<file path="config.mk">
export PLATFORM = sky130hd
export DESIGN_NAME = ioexc_top
export DESIGN_NICKNAME = d
export VERILOG_FILES = /design/src/ioexc_pkg.sv /design/src/ioexc_sync.sv /design/src/ioexc_top.sv
export SDC_FILE = /design/constraint.sdc
export NUM_CORES = 1
export LEC_CHECK = 0
export BUFFER_PORTS_ARGS = -buffer_cell sky130_fd_sc_hd__buf_2
export CAP_MARGIN = 0
export CELL_PAD_IN_SITES_DETAIL_PLACEMENT = 0
export CELL_PAD_IN_SITES_GLOBAL_PLACEMENT = 1
export CORE_AREA = 2 2 141 143
export DETAILED_ROUTE_END_ITERATION = 8
export DIE_AREA = 0 0 143 145
export PLACE_DENSITY = 0.7
export SLEW_MARGIN = 10
export SYNTH_ARGS = -nofsm -noshare
export SYNTH_HDL_FRONTEND = slang
export SYNTH_SLANG_ARGS = --single-unit
</file>
<file path="constraint.sdc">
create_clock -name sys_clk_i -period 3.28 [get_ports sys_clk_i]
set_input_delay 0.492 -clock sys_clk_i [delete_from_list [all_inputs] [get_ports sys_clk_i]]
set_output_delay 0.492 -clock sys_clk_i [all_outputs]
set_load 0.05 [all_outputs]
</file>
<file path="src/ioexc_pkg.sv">
// ioexc_pkg: register map, field layout and encodings of the expander control
// assumes a 32-bit apb slave on a single 50 mhz clock
package ioexc_pkg;
    localparam logic [11:0] INTF_OFS     = 12'h350;
    localparam logic [11:0] ADDR_LO_OFS  = 12'h354;
    localparam logic [11:0] ADDR_HI_OFS  = 12'h358;
    localparam logic [11:0] IRQ_STS_OFS  = 12'h35c;
    localparam logic [11:0] IRQ_MSK_OFS  = 12'h360;
    localparam int DATA_LSB   = 0;
    localparam int DATA_W     = 16;
    localparam int RELOAD_BIT = 24;
    localparam int TM_BIT     = 25;
    localparam int SEL_LSB    = 26;
    localparam int SEL_W      = 4;
    localparam int DONE_BIT   = 31;
    localparam int IRQ_BIT    = 0;
    localparam int ADDR_W     = 7;
    localparam int A0_LSB     = 1;
    localparam int A1_LSB     = 9;
    localparam int A2_LSB     = 17;
    localparam int A4_LSB     = 1;
    localparam int NEXP       = 4;
    localparam logic [3:0] SEL_E0 = 4'h0;
    localparam logic [3:0] SEL_E1 = 4'h1;
    localparam logic [3:0] SEL_E2 = 4'h2;
    localparam logic [3:0] SEL_E4 = 4'h4;
    localparam logic [1:0] OP_RELOAD = 2'h0;
    localparam logic [1:0] OP_WRITE  = 2'h1;
    localparam logic [1:0] OP_INIT   = 2'h2;
    typedef enum logic [2:0] {
        IOEXC_IDLE = 3'b001,
        IOEXC_REQ  = 3'b010,
        IOEXC_WAIT = 3'b100
    } ioexc_state_t;
endpackage : ioexc_pkg

</file>
<file path="src/ioexc_sync.sv">
// ioexc_sync: three-stage synchroniser, change taken once stages 2 and 3 agree
// assumes the input is asynchronous to sys_clk_i
`timescale 1ns/1ps
module ioexc_sync (
    input  wire logic sys_clk_i,
    input  wire logic arst_n_i,
    input  wire logic d_i,
    output logic      q_o
);
    typedef struct packed {
        logic [2:0] s;
        logic       q;
    } ioexc_sync_t;
    ioexc_sync_t st_r;
    ioexc_sync_t st_nxt;
    always_comb begin
        st_nxt   = st_r;
        st_nxt.s = {st_r.s[1:0], d_i};
        if (st_r.s[1] == st_r.s[2]) begin
            st_nxt.q = st_r.s[2];
        end
    end
    always_ff @(posedge sys_clk_i or negedge arst_n_i) begin
        if (!arst_n_i) begin
            st_r <= '0;
        end else begin
            st_r <= st_nxt;
        end
    end
    assign q_o = st_r.q;
endmodule : ioexc_sync

</file>
<file path="src/ioexc_top.sv">
// ioexc_top: control and status of the expander interface behind apb
// assumes an smbus master engine outside that takes one request at a time
// and holds smb_done_i high for two cycles or more when the transaction finishes
//
// How it works
// - test mode drives outputs from written data
// - select field picks expander 0,1,2,4
// - done flag bit 31, write-one clears
// - reload completion sets done flag
// - test-mode data write completion sets done
// - address write init completion sets done
// - addresses of expanders 0-2 held sticky
// - expander 4 address held sticky
// - data reads pin state, writes test-only
// - reload trigger launches refresh, reads zero
`timescale 1ns/1ps
module ioexc_top #(
    parameter int DW = 16
) (
    input  wire logic                 sys_clk_i,
    input  wire logic                 arst_n_i,
    input  wire logic                 psel,
    input  wire logic                 penable,
    input  wire logic                 pwrite,
    input  wire logic [11:0]          paddr,
    input  wire logic [31:0]          pwdata,
    output logic                      pready,
    output logic [31:0]               prdata,
    output logic                      pslverr,
    input  wire logic [DW-1:0]        core_out_i,
    input  wire logic [DW-1:0]        exp_in_i,
    input  wire logic [DW-1:0]        exp_dir_in_i,
    input  wire logic                 smb_done_i,
    output logic                      smb_req_o,
    output logic [1:0]                smb_op_o,
    output logic [3:0]                smb_sel_o,
    output logic [6:0]                smb_addr_o,
    output logic [DW-1:0]             smb_data_o,
    output logic                      irq_o
);
    typedef struct packed {
        ioexc_pkg::ioexc_state_t st;
        logic                    tm;
        logic [3:0]              sel;
        logic                    done;
        logic [6:0]              a0;
        logic [6:0]              a1;
        logic [6:0]              a2;
        logic [6:0]              a4;
        logic [DW-1:0]           tdata;
        logic [DW-1:0]           pins;
        logic [1:0]              op;
        logic [3:0]              osel;
        logic                    pend_rl;
        logic                    pend_wr;
        logic                    pend_in;
        logic                    msk;
        logic                    ready;
        logic [31:0]             rdata;
        logic                    err;
        logic                    irq;
        logic                    req;
        logic [6:0]              oaddr;
        logic [DW-1:0]           odata;
    } ioexc_regs_t;

    ioexc_regs_t r_r;
    ioexc_regs_t r_nxt;
    logic        done_s;
    logic        done_q_r;

    // smbus engine sits off-chip-side, so its completion is synchronised
    ioexc_sync u_done_sync (
        .sys_clk_i (sys_clk_i),
        .arst_n_i  (arst_n_i),
        .d_i       (smb_done_i),
        .q_o       (done_s)
    );

    always_ff @(posedge sys_clk_i or negedge arst_n_i) begin
        if (!arst_n_i) begin
            done_q_r <= 1'b0;
        end else begin
            done_q_r <= done_s;
        end
    end

    function automatic logic sel_ok(input logic [3:0] s);
        sel_ok = (s == ioexc_pkg::SEL_E0) || (s == ioexc_pkg::SEL_E1) ||
                 (s == ioexc_pkg::SEL_E2) || (s == ioexc_pkg::SEL_E4);
    endfunction : sel_ok

    function automatic logic [6:0] addr_of(input ioexc_regs_t r,
                                           input logic [3:0] s);
        unique case (s)
            ioexc_pkg::SEL_E0: addr_of = r.a0;
            ioexc_pkg::SEL_E1: addr_of = r.a1;
            ioexc_pkg::SEL_E2: addr_of = r.a2;
            default:           addr_of = r.a4;
        endcase
    endfunction : addr_of

    logic        acc;
    logic        wr;
    logic        done_evt;
    logic [31:0] intf_rd;
    logic [DW-1:0] out_mask;

    always_comb begin
        acc      = psel && penable && !r_r.ready;
        wr       = acc && pwrite;
        done_evt = done_s && !done_q_r;
        out_mask = ~exp_dir_in_i;
        intf_rd  = '0;
        intf_rd[ioexc_pkg::DATA_LSB +: DW]      = r_r.pins;
        intf_rd[ioexc_pkg::TM_BIT]              = r_r.tm;
        intf_rd[ioexc_pkg::SEL_LSB +: ioexc_pkg::SEL_W] = r_r.sel;
        intf_rd[ioexc_pkg::DONE_BIT]            = r_r.done;
        // reload bit and reserved bits stay zero

        r_nxt       = r_r;
        r_nxt.ready = acc;
        r_nxt.err   = 1'b0;
        r_nxt.req   = 1'b0;
        // pin image: inputs from the expander, outputs from core or test data
        r_nxt.pins  = (exp_in_i & exp_dir_in_i) |
                      ((r_r.tm ? r_r.tdata : core_out_i) & out_mask);

        // completion of the outstanding transaction; set beats clear below
        unique case (r_r.st)
            ioexc_pkg::IOEXC_IDLE: begin
                if (r_r.pend_in || r_r.pend_rl || r_r.pend_wr) begin
                    if (r_r.pend_in) begin
                        r_nxt.pend_in = 1'b0;
                    end else if (r_r.pend_wr) begin
                        r_nxt.pend_wr = 1'b0;
                    end else begin
                        r_nxt.pend_rl = 1'b0;
                    end
                    // select may have moved to a reserved code while queued
                    if (sel_ok(r_r.sel)) begin
                        r_nxt.op    = r_r.pend_in ? ioexc_pkg::OP_INIT :
                                      r_r.pend_wr ? ioexc_pkg::OP_WRITE :
                                                    ioexc_pkg::OP_RELOAD;
                        r_nxt.osel  = r_r.sel;
                        r_nxt.oaddr = addr_of(r_r, r_r.sel);
                        // outside test mode the core's own outputs go out
                        r_nxt.odata = (r_r.tm ? r_r.tdata : core_out_i) &
                                      out_mask;
                        r_nxt.req   = 1'b1;
                        r_nxt.st    = ioexc_pkg::IOEXC_REQ;
                    end
                end
            end
            ioexc_pkg::IOEXC_REQ: begin
                r_nxt.st = ioexc_pkg::IOEXC_WAIT;
            end
            ioexc_pkg::IOEXC_WAIT: begin
                if (done_evt) begin
                    r_nxt.st = ioexc_pkg::IOEXC_IDLE;
                end
            end
            default: r_nxt.st = ioexc_pkg::IOEXC_IDLE;
        endcase

        r_nxt.rdata = '0;
        if (acc && !pwrite) begin
            unique case (paddr)
                ioexc_pkg::INTF_OFS:    r_nxt.rdata = intf_rd;
                ioexc_pkg::ADDR_LO_OFS: begin
                    r_nxt.rdata[ioexc_pkg::A0_LSB +: ioexc_pkg::ADDR_W] = r_r.a0;
                    r_nxt.rdata[ioexc_pkg::A1_LSB +: ioexc_pkg::ADDR_W] = r_r.a1;
                    r_nxt.rdata[ioexc_pkg::A2_LSB +: ioexc_pkg::ADDR_W] = r_r.a2;
                end
                ioexc_pkg::ADDR_HI_OFS:
                    r_nxt.rdata[ioexc_pkg::A4_LSB +: ioexc_pkg::ADDR_W] = r_r.a4;
                ioexc_pkg::IRQ_STS_OFS:
                    r_nxt.rdata[ioexc_pkg::IRQ_BIT] = r_r.done;
                ioexc_pkg::IRQ_MSK_OFS:
                    r_nxt.rdata[ioexc_pkg::IRQ_BIT] = r_r.msk;
                default:                r_nxt.err = 1'b1;
            endcase
        end

        if (wr) begin
            unique case (paddr)
                ioexc_pkg::INTF_OFS: begin
                    r_nxt.tm  = pwdata[ioexc_pkg::TM_BIT];
                    r_nxt.sel = pwdata[ioexc_pkg::SEL_LSB +:
                                       ioexc_pkg::SEL_W];
                    if (pwdata[ioexc_pkg::DONE_BIT]) begin
                        r_nxt.done = 1'b0;
                    end
                    // a reserved select code targets nothing, so no smbus work
                    if (sel_ok(r_nxt.sel)) begin
                        if (pwdata[ioexc_pkg::RELOAD_BIT]) begin
                            r_nxt.pend_rl = 1'b1;
                        end
                        // data lands only in test mode, outputs only
                        if (r_r.tm) begin
                            r_nxt.tdata = (pwdata[DW-1:0] & out_mask) |
                                          (r_r.tdata & exp_dir_in_i);
                            r_nxt.pend_wr = 1'b1;
                        end
                    end
                end
                ioexc_pkg::ADDR_LO_OFS: begin
                    r_nxt.a0 = pwdata[ioexc_pkg::A0_LSB +:
                                      ioexc_pkg::ADDR_W];
                    r_nxt.a1 = pwdata[ioexc_pkg::A1_LSB +: ioexc_pkg::ADDR_W];
                    r_nxt.a2 = pwdata[ioexc_pkg::A2_LSB +: ioexc_pkg::ADDR_W];
                    if (r_r.sel == ioexc_pkg::SEL_E0 ||
                        r_r.sel == ioexc_pkg::SEL_E1 ||
                        r_r.sel == ioexc_pkg::SEL_E2) begin
                        r_nxt.pend_in = 1'b1;
                    end
                end
                ioexc_pkg::ADDR_HI_OFS: begin
                    r_nxt.a4 = pwdata[ioexc_pkg::A4_LSB +:
                                      ioexc_pkg::ADDR_W];
                    if (r_r.sel == ioexc_pkg::SEL_E4) begin
                        r_nxt.pend_in = 1'b1;
                    end
                end
                ioexc_pkg::IRQ_STS_OFS: begin
                    if (pwdata[ioexc_pkg::IRQ_BIT]) begin
                        r_nxt.done = 1'b0;
                    end
                end
                ioexc_pkg::IRQ_MSK_OFS: r_nxt.msk = pwdata[ioexc_pkg::IRQ_BIT];
                default:                r_nxt.err = 1'b1;
            endcase
        end

        // completion only counts if the finished target is still selected
        if (r_r.st == ioexc_pkg::IOEXC_WAIT && done_evt &&
            r_r.osel == r_r.sel) begin
            r_nxt.done = 1'b1;
        end
        r_nxt.irq = r_nxt.done && r_nxt.msk;
    end

    always_ff @(posedge sys_clk_i or negedge arst_n_i) begin
        if (!arst_n_i) begin
            r_r    <= '0;
            r_r.st <= ioexc_pkg::IOEXC_IDLE;
        end else begin
            r_r <= r_nxt;
        end
    end

    assign pready     = r_r.ready;
    assign prdata     = r_r.rdata;
    assign pslverr    = r_r.err;
    assign irq_o      = r_r.irq;
    assign smb_req_o  = r_r.req;
    assign smb_op_o   = r_r.op;
    assign smb_sel_o  = r_r.osel;
    assign smb_addr_o = r_r.oaddr;
    assign smb_data_o = r_r.odata;
endmodule : ioexc_top
</file>
After elaboration in Yosys (flattened, before gate mapping)
Cells that the tools add are included.
W data, S select, Z words.
{"block": "word_totals", "register_bits": 143, "inputBits": 98, "output_inout_bits": 65, "wordCells": 124}
{"block": "classes", "eq_ne": 19, "n_mux": 44, "n_bitwise": 7, "n_reduce_logical": 28}
{"op": "$mux W24", "count": 3}
{"op": "$and A16 B16 Y16", "count": 4}
{"op": "$mux W16", "count": 4}
{"op": "$eq A12 B10 Y1 const B", "count": 5}
{"op": "$mux W45", "count": 1}
{"op": "$pmux W7 S3", "count": 2}
{"op": "$mux W33", "count": 1}
{"op": "$or A16 B16 Y16", "count": 2}
{"op": "$mux W21", "count": 1}
{"op": "$not A16 Y16", "count": 1}
{"op": "$mux W3", "count": 5}
{"op": "$mux W1", "count": 14}
{"op": "$mux W7", "count": 2}
{"op": "$pmux W7 S2", "count": 1}
{"op": "$pmux W3 S3", "count": 1}
{"op": "$eq A4 B1 Y1 const B", "count": 2}
{"op": "$eq A4 B2 Y1 const B", "count": 2}
{"op": "$eq A4 B3 Y1 const B", "count": 2}
{"op": "$logic_and A1 B1 Y1", "count": 8}
{"op": "$logic_not A4 Y1", "count": 2}
{"op": "$logic_or A1 B1 Y1", "count": 8}
{"op": "$mux W2", "count": 4}
{"op": "$mux W8", "count": 1}
{"op": "$ne A2 B2 Y1 const B", "count": 3}
{"op": "13 further kinds", "count": 19}

Longest topological paths before layout
{"block": "depth", "ltp_word": 9, "mapped_depth": 6, "depth_no_buf": 4}

Hierarchy
From an unflattened synthesis, not the netlist that was laid out.
{"block": "hier_totals", "hier_cells": 570, "area_unflattened_um2": 6718.9}
{"module": "ioexc_top", "instances": 1, "cells_per_inst": 565, "area_each_um2": 6607.6, "seq_area_each_um2": 3404.5}
{"module": "ioexc_sync", "instances": 1, "cells_per_inst": 5, "area_each_um2": 111.4, "seq_area_each_um2": 100.1}

Least setup slack after synthesis
OpenSTA, ideal clock, no wires.
{"block": "synth_path", "kind": "register to register", "from": "reg r_r, in the netlist pready", "to": "reg r_r[109] (netlist bit)", "setup_time_ns": 0.125, "arrival_time_ns": 2.253, "required_time_ns": 3.155, "slack_ns": 0.902, "path_stages_with_launch": 6, "n_path_buf": 1, "synth_period_minus_slack_ns": 2.378, "cell_sequence": "dfrtp_1 > nand4b_1 > nor3_1 > nor4b_1 > buf_2 > mux2_2"}
{"block": "synth_between", "elab_chain_len": 4}
{"element": "from (decl)", "line": "ioexc_top.sv:67", "rtl": "ioexc_regs_t r_r;"}
{"element": "from (signal assigned)", "line": "ioexc_top.sv:248", "rtl": "r_r <= r_nxt;"}
{"element": "$logic_not A1 Y1", "line": "ioexc_top.sv:110", "rtl": "acc = psel && penable && !r_r.ready;"}
{"element": "$logic_and A1 B1 Y1", "line": "ioexc_top.sv:110"}
{"element": "$logic_and A1 B1 Y1", "line": "ioexc_top.sv:111", "rtl": "wr = acc && pwrite;"}
{"element": "$reduce_and A2 Y1 (no source line)"}
Every way passes these cells.
A chain may end at the register's enable or synchronous reset.

Worst setup path after layout
{"block": "layout_path", "from": "reg r_r, in the netlist pready", "to": "reg r_r[115] (netlist bit)"}
The elaborated chain is that of the path after synthesis.

==> run_summary.xml <==
<?xml version="1.0" encoding="UTF-8"?>
<metrics>
  <group name="setup_path">
    <metric name="rr_worst_depth" unit="">5</metric>
    <metric name="critical_path.startpoint_type" unit="">flop</metric>
    <metric name="reg2reg_from" unit="">pready</metric>
    <metric name="critical_path.endpoint_type" unit="">flop</metric>
    <metric name="worst_setup_path_endpoint" unit="">r_r[115]</metric>
    <metric name="timing.rr.end" unit="">r_r[115]</metric>
    <metric name="cp.required" unit="ns">3.58</metric>
    <metric name="timing.critical_path.fanout_max" unit="">21</metric>
    <metric name="reg2reg_slack" unit="ns">0.97</metric>
    <metric name="critical_path_class" unit="">reg -&gt; reg</metric>
    <metric name="worst_ep_arrival_time" unit="ns">2.61</metric>
    <metric name="timing.critical_path.from" unit="">pready</metric>
  </group>
  <group name="placed_design">
    <metric name="last_weighted_congestion_value_of_the_routability_driven_placer" unit="">0.7738</metric>
    <metric name="dpl-instance-area" unit="mm^2">0.007236</metric>
    <metric name="hpwl" unit="mm">11.81</metric>
    <metric name="io_buffers" unit="">157</metric>
  </group>
  <group name="yosys">
    <metric name="synthesis.instances" unit="">553</metric>
    <metric name="ys_dominant_reg_cell" unit="">dfrtp_1</metric>
    <metric name="asyncSetResetFlopFracSynth" unit="">1.000</metric>
    <metric name="synth_cell_type_count" unit="">49</metric>
    <metric name="synthesis.area" unit="mm^2">0.006571</metric>
    <metric name="synth_area_per_cell" unit="um^2">11.88</metric>
    <metric name="synth.yosys.warnings" unit="">0</metric>
    <metric name="synth.ff_latch_count" unit="">140</metric>
    <metric name="synth_sequential_area_ratio" unit="">0.5333</metric>
    <metric name="number_of_flops_mapped_to_enable_cells_by_yosys" unit="">0</metric>
  </group>
  <group name="min_path">
    <metric name="class_of_the_worst_hold_path" unit="">in -&gt; async</metric>
  </group>
  <group name="power">
    <metric name="p_clk_frac" unit="">0.431</metric>
    <metric name="power.sequential.fraction" unit="">0.405</metric>
    <metric name="sw_frac_of_total" unit="">0.2934</metric>
    <metric name="power_report.internal_total" unit="mW">3.351</metric>
    <metric name="power.switching" unit="mW">1.392</metric>
    <metric name="leakagePower" unit="nW">3.894</metric>
    <metric name="combPwrFrac" unit="">0.164</metric>
    <metric name="finalPower" unit="mW">4.743</metric>
    <metric name="power.density_cell_area" unit="mW/mm^2">602.7</metric>
    <metric name="vdd_drop_max" unit="V">0.0003563</metric>
  </group>
  <group name="global_routing">
    <metric name="largest_net_degree_at_the_start_of_global_routing" unit="">84</metric>
    <metric name="initial_antenna_violation_count" unit="">1</metric>
    <metric name="overflow" unit="">0</metric>
    <metric name="tot_gr_track_use" unit="">0.1629</metric>
    <metric name="grt_pass1_vias" unit="">4742</metric>
    <metric name="global_route_wire_length_before_repair" unit="mm">25.71</metric>
  </group>
  <group name="cts">
    <metric name="tritoncts" unit="">built</metric>
    <metric name="numCtsBuffers" unit="">17</metric>
    <metric name="cts_num_sinks" unit="">140</metric>
    <metric name="cts_post_setup_buffers_inserted" unit="">0</metric>
    <metric name="cts_hold_repair.buffers" unit="">0</metric>
    <metric name="cts_max_level" unit="">4</metric>
    <metric name="clkLatencyLatePin" unit="ns">0.42</metric>
    <metric name="post_cts.resized_instances" unit="">0</metric>
    <metric name="clock_tree.buffer_depth" unit="">2</metric>
    <metric name="clock-root-buffer" unit="">clkbuf_16</metric>
    <metric name="cts.clk_slew.worst_paths" unit="ns">0.06</metric>
  </group>
  <group name="cells_and_area">
    <metric name="most-common-layout-cells" unit="">156 x buf_2, 139 x dfrtp_1, 87 x mux2_2</metric>
    <metric name="mostFrequentLayoutCell" unit="">buf_2</metric>
    <metric name="multiInputGateArea" unit="mm^2">0.002509</metric>
    <metric name="finish.utilization" unit="">0.4097</metric>
    <metric name="area_delta_synth_final" unit="%">19.74</metric>
    <metric name="post_route_cells_drive_above_1_share" unit="">0.4461</metric>
    <metric name="final_area" unit="mm^2">0.007869</metric>
    <metric name="insertedDiodeCount" unit="">0</metric>
    <metric name="layout.filler_cells" unit="">1855</metric>
    <metric name="finalNetCount" unit="">753</metric>
    <metric name="total_area_of_sequential_cells" unit="mm^2">0.003505</metric>
  </group>
  <group name="sta">
    <metric name="maxSlewHeadroom" unit="">0.5526</metric>
    <metric name="hold_violations" unit="">0</metric>
    <metric name="setup-tns-final" unit="ns">0</metric>
    <metric name="post-route-period-util" unit="">0.7051</metric>
    <metric name="rsz0062_at_grt" unit="">false</metric>
    <metric name="maxSlewViolCount" unit="">0</metric>
    <metric name="final.hold.worst_slack" unit="ns">0.05284</metric>
    <metric name="period_minus_slack" unit="ns">2.313</metric>
    <metric name="achievable-frequency" unit="MHz">432.4</metric>
    <metric name="finClkSkew" unit="ns">0.01302</metric>
    <metric name="finalSetupViolations" unit="">0</metric>
    <metric name="worst-slew-pin-transition" unit="ns">0.6698</metric>
  </group>
  <group name="floorplan">
    <metric name="floorplan.core_area" unit="mm^2">0.01921</metric>
    <metric name="initial_core_util" unit="">0.3421</metric>
    <metric name="die-width" unit="um">143</metric>
    <metric name="fp.dieArea" unit="mm^2">0.02074</metric>
    <metric name="io_pins" unit="">163</metric>
    <metric name="placement_rows" unit="">51</metric>
    <metric name="chipHeight" unit="um">145</metric>
  </group>
  <group name="drt">
    <metric name="drc" unit="">0</metric>
    <metric name="pre_antenna_drt_iters" unit="">4</metric>
    <metric name="routed_wire_length_per_instance" unit="um">17.41</metric>
    <metric name="routed_via_density" unit="">4.713</metric>
    <metric name="totalWireLength" unit="mm">16.24</metric>
    <metric name="dr.first_iter.drc_count" unit="">198</metric>
    <metric name="ant_nets" unit="">0</metric>
    <metric name="vias" unit="">4397</metric>
  </group>
  <group name="job">
    <metric name="max_cap_violations" unit="">0</metric>
  </group>
  <group name="status">
    <metric name="outcome" unit="">finished clean</metric>
  </group>
</metrics>
==> layer usage <==
layer / global-route usage / vias to the layer above / part of all wire
met5: 0 / - / 0
li1: - / 2073 / -
met3: 0.03696 / 13 / 0.063
met1: 0.2128 / 2179 / 0.43
met2: 0.2694 / 132 / 0.50
met4: 0.04802 / 0 / 0.0089
==> power groups by stage <==
stage                     clock network (mW)  logic, mW  registers, mW
after CTS                               2.10      0.787           1.92
after global routing                    2.19      0.834           1.94
after floorplan                            0      0.683           1.93
final                                   2.05      0.778           1.92
after detailed placement                   0      0.787           1.95
after global placement                     0      0.769           1.95
==> cells in the mapped netlist, drive strengths merged, types with 2 or more instances <==
cell type	instances	share of area
dfrtp	139	0.53
mux2	89	0.15
buf	69	0.077
nand2	32	0.019
nor2	28	0.016
o21ai	26	0.020
nand2b	21	0.020
nand4b	18	0.024
clkbuf	17	0.0097
mux2i	17	0.026
and2	15	0.014
a21oi	8	0.0061
nand3	8	0.0061
o2bb2ai	7	0.0093
or2	5	0.0048
nor3b	4	0.0046
nor4	4	0.0080
o22ai	4	0.0038
xnor2	4	0.0053
a22oi	3	0.0034
inv	3	0.0017
nor2b	3	0.0029
or3	3	0.0029
or3b	3	0.0040
a211oi	2	0.0023
a21boi	2	0.0023
maj3	2	0.0030
nor3	2	0.0015
nor4b	2	0.0027
or4	2	0.0023
==> worst min-delay path by stage <==
stage,startpoint,endpoint,slack [ns],depth (start not counted)
2_1_floorplan,arst_n_i,async pin,0.20,0
3_3_place_gp,u_done_sync.st_nxt[2],u_done_sync.st_nxt[3],0.34,0
3_5_place_dp,u_done_sync.st_nxt[2],u_done_sync.st_nxt[3],0.35,0
4_1_cts,arst_n_i,prdata[19],0.07,1
5_1_grt,arst_n_i,prdata[19],0.09,1
6_report,arst_n_i,prdata[19],0.05,1
==> final cells by class <==
| type | count | share of cell area |
|---|---|---|
| Clock buffer | 19 | 0.05629 |
| Clock inverter | 13 | 0.02417 |
| Inverter | 3 | 0.001431 |
| Multi-Input combinational cell | 326 | 0.3188 |
| Sequential cell | 140 | 0.4454 |
| Tap cell | 265 | 0.04214 |
| Timing Repair Buffer | 167 | 0.1118 |
==> through the flow <==
stage	cells	worst slack [ns]
3_3_place_gp	901	0.6965
5_1_grt	933	0.7441
2_1_floorplan	555	0.9021
6_report	933	0.9672
4_1_cts	933	0.9477
3_5_place_dp	901	0.6665
==> cells by family after synthesis <==
kind of cell	Yosys count	synth area share
xor+xnor	4	0.005331
simple gates	154	0.1377
compound gates	57	0.05331
flops	140	0.5333
buf+inv	89	0.08835
fa+ha+maj	2	0.003047
mux	106	0.1784
other cells	1	0.0005707
==> critical path, stage by stage, from the launching register on <==
cell      delay [ns]
dfrtp_1         0.41
nand4b_1        0.31
nor3_1          0.44
nor4b_2         0.28
buf_4           0.36
mux2_2          0.38
Note: power is estimated with default switching activity, not from simulation.
